==> config.mk <==
export PLATFORM = sky130hd
export DESIGN_NAME = jps_pin_mux
export DESIGN_NICKNAME = d
export VERILOG_FILES = /design/src/rtl/jps_pkg.sv /design/src/rtl/jps_lane.sv /design/src/rtl/jps_pin_mux.sv
export SDC_FILE = /design/constraint.sdc
export NUM_CORES = 1
export LEC_CHECK = 0
export ABC_CLOCK_PERIOD_IN_PS = 4340
export BUFFER_PORTS_ARGS = -buffer_cell sky130_fd_sc_hd__buf_2
export CAP_MARGIN = 20
export CORE_UTILIZATION = 28
export DETAILED_ROUTE_END_ITERATION = 12
export GPL_TIMING_DRIVEN = 0
export SYNTH_ARGS = -nofsm -noshare
export SYNTH_HDL_FRONTEND = slang
export SYNTH_SLANG_ARGS = --single-unit
==> constraint.sdc <==
create_clock -name sys_clk -period 4.34 [get_ports sys_clk]
set_input_delay 0.217 -clock sys_clk [delete_from_list [all_inputs] [get_ports sys_clk]]
set_output_delay 0.217 -clock sys_clk [all_outputs]
set_load 0.02 [all_outputs]
==> src/rtl/jps_pkg.sv <==
/*
  Shared constants and carrier types for the test-port pin sharing logic.
  Assumes a single 100 MHz system clock and an active-low async reset.
*/
package jps_pkg;

  // ==========================================================================
  // Lane layout
  // ==========================================================================
  localparam int unsigned LANES   = 3;
  localparam int unsigned IDX_TDI = 0;
  localparam int unsigned IDX_TCK = 1;
  localparam int unsigned IDX_TMS = 2;

  // ==========================================================================
  // Monitor sizing and reset values
  // ==========================================================================
  localparam int unsigned CNT_W         = 16;
  localparam logic [CNT_W-1:0] CNT_ZERO = 16'h0000;
  localparam logic [CNT_W-1:0] CNT_ONE  = 16'h0001;
  localparam logic [CNT_W-1:0] CNT_MAX  = 16'hFFFF;
  localparam logic SYNC_RST_SEL         = 1'b1;
  localparam logic SYNC_RST_TCK         = 1'b0;

  // ==========================================================================
  // Carriers
  // ==========================================================================
  typedef struct packed {
    logic test_sig;
    logic board_sig;
  } jps_lane_in_t;

  typedef struct packed {
    logic mux_pin;
    logic prog_drv_o;
    logic prog_drv_oe_n;
    logic brd_drv_o;
    logic brd_drv_oe_n;
  } jps_lane_out_t;

  typedef struct packed {
    logic data;
    logic oe_n;
  } jps_drive_t;

  typedef enum logic [1:0] {
    JPS_IDLE,
    JPS_ENTER,
    JPS_PROG,
    JPS_LEAVE
  } jps_mode_t;

endpackage

==> src/rtl/jps_lane.sv <==
/*
  One shared input lane: selects between a test-port input and a board
  input for a single device pin, as a selector and as a driver pair.
  Assumes the select line is already at a clean logic level.
*/
`timescale 1ns/1ps
module jps_lane
  import jps_pkg::*;
(
  input  wire logic          program_select_n,
  input  wire jps_lane_in_t  lane_in,
  output jps_lane_out_t      lane_out
);

  // ==========================================================================
  // Selection
  // ==========================================================================
  // No storage here: the pin follows the select line at once.
  always_comb begin
    lane_out.mux_pin = program_select_n ? lane_in.board_sig
                                        : lane_in.test_sig;
    // Enables are opposite polarities of one line, so one drives at a time.
    lane_out.prog_drv_o    = lane_in.test_sig;
    lane_out.prog_drv_oe_n = program_select_n;
    lane_out.brd_drv_o     = lane_in.board_sig;
    lane_out.brd_drv_oe_n  = ~program_select_n;
  end

endmodule // jps_lane

==> src/rtl/jps_pin_mux.sv <==
/*
  Test-port pin sharing logic: steers the shared test-data-in, test-clock
  and test-mode-select pins and the test-data-out pin between programming
  and normal operation, plus a sampled monitor of the programming session.
  Assumes program_select_n and test_clk come straight from the cable.
*/
// Summary of operation
// - A two-input selector routes test input or board signal to the pin.
// - Alternatively two drivers with opposite enables; exactly one drives.
// - Test data in, clock and mode select pins are inputs while programming.
// - Test data out drives while programming; otherwise user I/O.
// - While programming, test signals never disturb the board's nets.
// - In normal mode, board signals never reach or feel test signals.
`timescale 1ns/1ps
module jps_pin_mux
  import jps_pkg::*;
(
  input  wire logic                sys_clk,
  input  wire logic                rst_n,
  input  wire logic                program_select_n,
  input  wire logic                test_port_enable_request,
  input  wire logic                test_data_in,
  input  wire logic                test_clk,
  input  wire logic                test_mode_sel,
  input  wire logic [LANES-1:0]    board_in,
  input  wire logic [LANES-1:0]    core_pin_o,
  input  wire logic [LANES-1:0]    core_pin_oe_n,
  input  wire logic                dev_test_data_out,
  input  wire logic                core_tdo_pin_o,
  input  wire logic                core_tdo_pin_oe_n,
  input  wire logic                tdo_pin_i,
  output logic [LANES-1:0]         shared_pin_in,
  output jps_lane_out_t [LANES-1:0] lane_drive,
  output jps_drive_t [LANES-1:0]   shared_pin_drive,
  output jps_drive_t               tdo_pin_drive,
  output jps_drive_t               cable_tdo_drive,
  output jps_drive_t               board_tdo_drive,
  output logic                     prog_active_q,
  output logic                     session_start_q,
  output logic                     session_end_q,
  output logic                     enable_mismatch_q,
  output logic [CNT_W-1:0]         tck_rise_count_q
);

  // ==========================================================================
  // Shared input lanes
  // ==========================================================================
  jps_lane_in_t [LANES-1:0] lane_in;
  logic [LANES-1:0]         test_vec;
  logic                     prog_mode;

  // The data path deliberately bypasses the synchronisers below; adding a
  // clock here would delay the test clock and break the cable's timing.
  assign prog_mode = ~program_select_n;

  assign test_vec[IDX_TDI] = test_data_in;
  assign test_vec[IDX_TCK] = test_clk;
  assign test_vec[IDX_TMS] = test_mode_sel;

  for (genvar g = 0; g < LANES; g++) begin : g_lane
    assign lane_in[g].test_sig  = test_vec[g];
    assign lane_in[g].board_sig = board_in[g];

    jps_lane u_lane (
      .program_select_n (program_select_n),
      .lane_in          (lane_in[g]),
      .lane_out         (lane_drive[g])
    );

    assign shared_pin_in[g] = lane_drive[g].mux_pin;
  end

  // ==========================================================================
  // Device-side drivers of the three input-only test pins
  // ==========================================================================
  // The core's own drive is cut off while programming, so the pin only
  // receives; the user design must not rely on these pins otherwise.
  always_comb begin
    for (int i = 0; i < LANES; i++) begin
      shared_pin_drive[i].data = core_pin_o[i];
      shared_pin_drive[i].oe_n = prog_mode | core_pin_oe_n[i];
    end
  end

  // ==========================================================================
  // Test data out pin
  // ==========================================================================
  always_comb begin
    if (prog_mode) begin
      tdo_pin_drive.data = dev_test_data_out;
      tdo_pin_drive.oe_n = 1'b0;
    end else begin
      tdo_pin_drive.data = core_tdo_pin_o;
      tdo_pin_drive.oe_n = core_tdo_pin_oe_n;
    end
  end

  // The pin's value goes to the cable only while programming and to the
  // board only outside it, so neither side ever sees the other.
  always_comb begin
    cable_tdo_drive.data = tdo_pin_i;
    cable_tdo_drive.oe_n = program_select_n;
    board_tdo_drive.data = tdo_pin_i;
    board_tdo_drive.oe_n = prog_mode;
  end

  // ==========================================================================
  // Synchronisers for the monitor
  // ==========================================================================
  logic sel_meta_q;
  logic sel_sync_q;
  logic tck_meta_q;
  logic tck_sync_q;
  logic tck_prev_q;
  logic req_meta_q;
  logic req_sync_q;

  always_ff @(posedge sys_clk or negedge rst_n) begin
    if (!rst_n) begin
      sel_meta_q <= SYNC_RST_SEL;
      sel_sync_q <= SYNC_RST_SEL;
    end else begin
      sel_meta_q <= program_select_n;
      sel_sync_q <= sel_meta_q;
    end
  end

  always_ff @(posedge sys_clk or negedge rst_n) begin
    if (!rst_n) begin
      tck_meta_q <= SYNC_RST_TCK;
      tck_sync_q <= SYNC_RST_TCK;
      tck_prev_q <= SYNC_RST_TCK;
    end else begin
      tck_meta_q <= test_clk;
      tck_sync_q <= tck_meta_q;
      tck_prev_q <= tck_sync_q;
    end
  end

  always_ff @(posedge sys_clk or negedge rst_n) begin
    if (!rst_n) begin
      req_meta_q <= 1'b0;
      req_sync_q <= 1'b0;
    end else begin
      req_meta_q <= test_port_enable_request;
      req_sync_q <= req_meta_q;
    end
  end

  logic tck_rise;
  assign tck_rise = tck_sync_q & ~tck_prev_q;

  // ==========================================================================
  // Session tracking
  // ==========================================================================
  jps_mode_t mode_q;
  jps_mode_t mode_d;

  // One decode serves the activity flag and the edge counter, so the two
  // can never disagree about what counts as inside a session.
  function automatic logic in_session(input jps_mode_t m);
    return (m == JPS_ENTER) || (m == JPS_PROG);
  endfunction

  always_comb begin
    mode_d = mode_q;
    case (mode_q)
      JPS_IDLE:  if (!sel_sync_q) mode_d = JPS_ENTER;
      JPS_ENTER: mode_d = sel_sync_q ? JPS_LEAVE : JPS_PROG;
      JPS_PROG:  if (sel_sync_q) mode_d = JPS_LEAVE;
      JPS_LEAVE: mode_d = sel_sync_q ? JPS_IDLE : JPS_ENTER;
      default:   mode_d = JPS_IDLE;
    endcase
  end

  always_ff @(posedge sys_clk or negedge rst_n) begin
    if (!rst_n) begin
      mode_q <= JPS_IDLE;
    end else begin
      mode_q <= mode_d;
    end
  end

  always_ff @(posedge sys_clk or negedge rst_n) begin
    if (!rst_n) begin
      prog_active_q   <= 1'b0;
      session_start_q <= 1'b0;
      session_end_q   <= 1'b0;
    end else begin
      prog_active_q   <= in_session(mode_d);
      session_start_q <= (mode_d == JPS_ENTER);
      session_end_q   <= (mode_d == JPS_LEAVE);
    end
  end

  // A cable that asks for the test port must also pull the select line low.
  always_ff @(posedge sys_clk or negedge rst_n) begin
    if (!rst_n) begin
      enable_mismatch_q <= 1'b0;
    end else begin
      enable_mismatch_q <= req_sync_q & sel_sync_q;
    end
  end

  // ==========================================================================
  // Test clock edge counter
  // ==========================================================================
  // Counts saturate so a long session never wraps back to a small value.
  // Edges faster than half the system clock rate are not resolved.
  always_ff @(posedge sys_clk or negedge rst_n) begin
    if (!rst_n) begin
      tck_rise_count_q <= CNT_ZERO;
    end else if (mode_d == JPS_ENTER) begin
      tck_rise_count_q <= tck_rise ? CNT_ONE : CNT_ZERO;
    end else if (in_session(mode_d) && tck_rise
                 && tck_rise_count_q != CNT_MAX) begin
      tck_rise_count_q <= tck_rise_count_q + CNT_ONE;
    end
  end

endmodule // jps_pin_mux

-- Word level (Yosys, flattened, before mapping)
Cells that the tools add are included.
- add/subtract/negate cells: 1
- reduce and logical (&&, ||, !) cells: 5
- equality and inequality tests: 7
- bitwise logic cells: 7
- mux-type cells: 12
- operator list (cell ; number):
    $mux W16 ; 2
    $add A16 B1 Y16 const B ; 1
    $ne A16 B16 Y1 const B ; 1
    $eq A2 B2 Y1 const B ; 4
    $pmux W2 S4 ; 1
    $mux W1 ; 6
    $mux W2 ; 3
    $eq A2 B1 Y1 const B ; 2
    $or A1 B1 Y1 ; 3
    $and A1 B1 Y1 ; 2
    $logic_and A1 B1 Y1 ; 2
    $logic_not A2 Y1 ; 1
    $not A1 Y1 ; 2
    $reduce_bool A2 Y1 ; 1
    $logic_or A1 B1 Y1 ; 1
- register bits after elaboration: 29
- output and inout port bits: 50
- input bits: 20

-- Depth between registers and ports, before layout
- depth in word-level cells: 8
- mapped depth: 8
- mapped depth without buffers: 7

-- Cells and area by module
Synthesis repeated with hierarchy kept, for this count alone.
- cells, all modules: 156
- area total of the unflattened synthesis: 1567.8 um^2
- modules (own cells, without submodules) (module ; instances ; cells an instance ; area each (um^2) ; sequential area each (um^2)):
    jps_pin_mux ; 1 ; 141 ; 1443.9 ; 728.2
    jps_lane ; 3 ; 5 ; 41.3 ; 0.0

-- Worst setup path before layout
Ideal clock, no wire load.
- kind: reg-to-reg
- from: register mode_q[1]
- to: register tck_rise_count_q[10]
- path buffers: 1
- slack: 1717 ps
- data arrival time: 2545 ps
- required time: 4262 ps
- cell stages (with the launch flop): 9
- period minus slack after synthesis: 2623 ps
- setup time: 78 ps
- cells stage by stage: dfrtp_1 > xor2_1 > xnor2_1 > ha_1 > or3b_4 > or3_1 > buf_2 > or4_1 > a21oi_1
- longest elaborated chain between the ends: 7
- elaborated cells on any way between the ends: 14
- classes of those cells: eq/ne: 5; mux: 4; reduce/logical: 5
- RTL lines (what ; line ; source):
    start: declaration ; jps_pin_mux.sv:156 ; jps_mode_t mode_q;
    start signal: assignment ; jps_pin_mux.sv:180 ; mode_q <= mode_d;
    $eq A2 B2 Y1 (tied with other cells) ; jps_pin_mux.sv:167 ; case (mode_q)
    $pmux W2 S4 * ; jps_pin_mux.sv:167 ;
    named net mode_d[1] ; jps_pin_mux.sv:157 ; jps_mode_t mode_d;
    $eq A2 B1 Y1 or $eq A2 B2 Y1 (tied branches) ; jps_pin_mux.sv:162, jps_pin_mux.sv:213 ;
    $logic_or A1 B1 Y1 ; jps_pin_mux.sv:162 ; return (m == JPS_ENTER) || (m == JPS_PROG);
    $logic_and A1 B1 Y1 ; jps_pin_mux.sv:215 ; end else if (in_session(mode_d) && tck_rise
    $logic_and A1 B1 Y1 ; jps_pin_mux.sv:216 ; && tck_rise_count_q != CNT_MAX) begin
    $reduce_bool A2 Y1 (no source line) ; n/a ;
    end signal: assignment ; jps_pin_mux.sv:214 ; tck_rise_count_q <= tck_rise ? CNT_ONE : CNT_ZERO;
    end signal: assignment ; jps_pin_mux.sv:217 ; tck_rise_count_q <= tck_rise_count_q + CNT_ONE;
    end: declaration ; jps_pin_mux.sv:42 ; output logic [CNT_W-1:0] tck_rise_count_q
The timed path passes the listed nets; every way through them passes the cells marked *.
A chain may end at the register's enable or synchronous reset.

-- Worst setup path in the final report
- from: register mode_q[1]
- to: register tck_rise_count_q[12]
Same word-level chain as after synthesis.

==> run_results.csv <==
group,metric,value,unit
synthesis,yosys-top-cells-area,"dfrtp_1 44%, buf_4 11%, a21oi_1 4.6%",
synthesis,ys.flop_type,"dfrtp_1",
synthesis,synth_edf_count,0,
min_path,holdPathStages,1,
routing,ant_nets,0,
clock_tree,clkSlewWorstSetupHoldPaths,0.07,ns
global_route,use_met3,4.91,%
layout,antennaDiodeCount,0,
global_route,grt_pass1_wl,5630,um
global_route,grt_pass1_vias,1221,
clock_tree,cts_root_buf,"clkbuf_8",
worst_setup_path,critical_path_class,"reg -> reg",
synthesis,synth-seq-cells,29,
placement,io_buffer_count,65,
placement,place_area,1950,sq um
timing,min_period,2.80,ns
clock_tree,cts_resized,0,
synthesis,synth_top_area_share,44.1,%
clock_tree,cts_buffer_depth,2,
global_route,grt_max_degree,30,
timing,hold_ws,0.0476,ns
timing,finalSetupTns,0,ns
timing,finalSetupViolations,0,
power_and_ir_drop,p_per_area,439,nW/um^2
floorplanning,design.portCount,70,
placement,gp_congestion,0.722,
synthesis,yosysSeqAreaShare,47.5,%
worst_setup_path,rr_worst_depth,8,
placement,dp_slack,1.52,ns
worst_setup_path,startpoint_type,"register",
clock_tree,cts_max_level,2,
timing,setup_ws,1.54,ns
timing,worst_pin_slew,0.709,ns
worst_setup_path,cp.required,4.54,ns
global_route,antenna_found_initial,0,
layout,final_nets,247,
floorplanning,fp.dieH,76.0,um
clock_tree,cts_tree,"yes",
clock_tree,cts_buffers,5,
synthesis,ys.warnings.count,0,
routing,post_drt_wl_per_cell,11.3,um
clock_tree,clock_latency,0.28,ns
routing,drtPass1Iterations,4,
timing,finClkSkew,0.00782,ns
timing,fmax,357,MHz
power_and_ir_drop,ir_drop,0.191,mV
synthesis,synthesis.nets,174,
floorplanning,floorplan.initialDensity,29.4,%
worst_setup_path,arrival,3.01,ns
layout,drive_gt1_share,46.2,%
routing,num_vias,1337,
global_route,grt_busiest_layer,"met2",
timing,grt_setup_unrepaired,"false",
synthesis,synth_cell_types,32,
layout,mostFrequentLayoutCells,"66 x buf_2, 27 x dfrtp_1, 22 x buf_4",
routing,drc_errors,0,
global_route,grt_use_met2,20.2,%
timing,drv_slew,0,
floorplanning,coreArea,5200,sq um
min_path,hp-class,"in -> reg",
layout,fin_area,2050,sq um
run,cap_violations,0,
worst_setup_path,critPathMaxFanout,8,
synthesis,postSynthCellCount,151,
clock_tree,hold_buffers,1,
layout,final_core_util,39.3,%
layout,top_register,"tck_rise_count_q",
worst_setup_path,end_kind,"register",
clock_tree,cts_setup_buffers,0,
timing,finalCritPeriodShare,64.6,%
synthesis,avgSynthCellArea,10.2,sq um
layout,final_common_cell,"buf_2",
floorplanning,die_area,5770,sq um
synthesis,async_flop_share,100,%
routing,viasPerCell,4.53,
floorplanning,fp.dieW,76.0,um
placement,hpwl,2480,um
timing,hold_viol,0,
synthesis,synth.cell_area,1530,sq um
floorplanning,row_count,26,
layout,area_growth_syn_to_layout,33.5,%
synthesis,synth_top_area_cell,"dfrtp_1",
status,status,"complete, no violations",
routing,drt_iter0_drc,53,
power_and_ir_drop,leakage,0.984,nW
global_route,grt_usage,12.4,%
layout,reg_top3,"tck_rise_count_q (16), mode_q (2)",
timing,relSlewSlack,52.4,%
clock_tree,clock_sinks,29,
routing,wl,3330,um
global_route,grt_util_met1,14.4,%
layout,largest_reg_flops,16,
global_route,overflow,0,
-- kinds of logic (layout without fill, tap and decap cells) --
family | count (synthesis) | after routing | share of synthesized area (%)
simple gates | 49 | 49 | 20.1
buf+inv | 32 | 106 | 13.3
compound gates | 31 | 31 | 11.8
flops | 29 | 29 | 47.5
mux | 5 | 5 | 3.67
fa+ha+maj | 3 | 3 | 2.45
xor+xnor | 2 | 2 | 1.14
-- per-layer routing --
metal / share of wire (%) / wire [um]
met5: 0 / 0
met4: 1.7 / 58
met3: 8.3 / 277
met2: 47 / 1550
met1: 43 / 1440
-- layout make-up --
type                       instances  area, sq um
fill                             549         3160
sequential                        29          728
multi-input combinational         90          601
timing repair buffer              66          335
buffer                            27          185
clock buffer                       8         90.1
tap                               70         87.6
inverter                           5         18.8
-- where the power goes --
| part | switching [W] | internal [W] |
|---|---|---|
| combinational | 0.000218 | 0.000124 |
| sequential | 0.0000199 | 0.000311 |
| clock | 0.0000971 | 0.000129 |
| total | 0.000335 | 0.000564 |
-- Yosys cell counts (2+ instances only) --
library cell and n:
and2_1 3, o31ai_1 8, or4_1 6, nand4_1 6, and3_1 2, or3_1 8, nand2_1 5, dfrtp_1 27
clkbuf_1 3, dfstp_2 2, nand2b_1 3, mux2_2 5, nor3_1 3, a21oi_1 14, nor2_1 2, inv_1 5
buf_4 22, o21ai_0 7, ha_1 3, nand3_1 5
-- final timing paths --
kind                                     startpoint                    to  slack (ns)
max                                       mode_q[1]  tck_rise_count_q[12]        1.54
min                        test_port_enable_request            req_meta_q        0.05
max reg2reg                               mode_q[1]  tck_rise_count_q[12]        1.54
min reg2reg                              tck_meta_q            tck_sync_q        0.35
max in group asynchronous                     rst_n   tck_rise_count_q[6]        3.38
min in group asynchronous                     rst_n  tck_rise_count_q[12]        0.53
-- worst max-delay path: stages, from the launching register on --
cell and delay, ns:
dfrtp_1 0.37, xor2_1 0.32, xnor2_1 0.23, ha_1 0.32, or3b_4 0.43, or3_1 0.37
buf_2 0.16, or4_1 0.40, a21oi_1 0.15
-- through the flow --
| stage | total power (W) | cells |
|---|---|---|
| 2_1_floorplan | 0.000577 | 151 |
| 5_1_grt | 0.000965 | 295 |
| 3_3_place_gp | 0.000677 | 286 |
| 6_report | 0.000899 | 295 |
| 3_5_place_dp | 0.000685 | 286 |
| 4_1_cts | 0.000920 | 295 |
(Power assumes the default switching activity.)
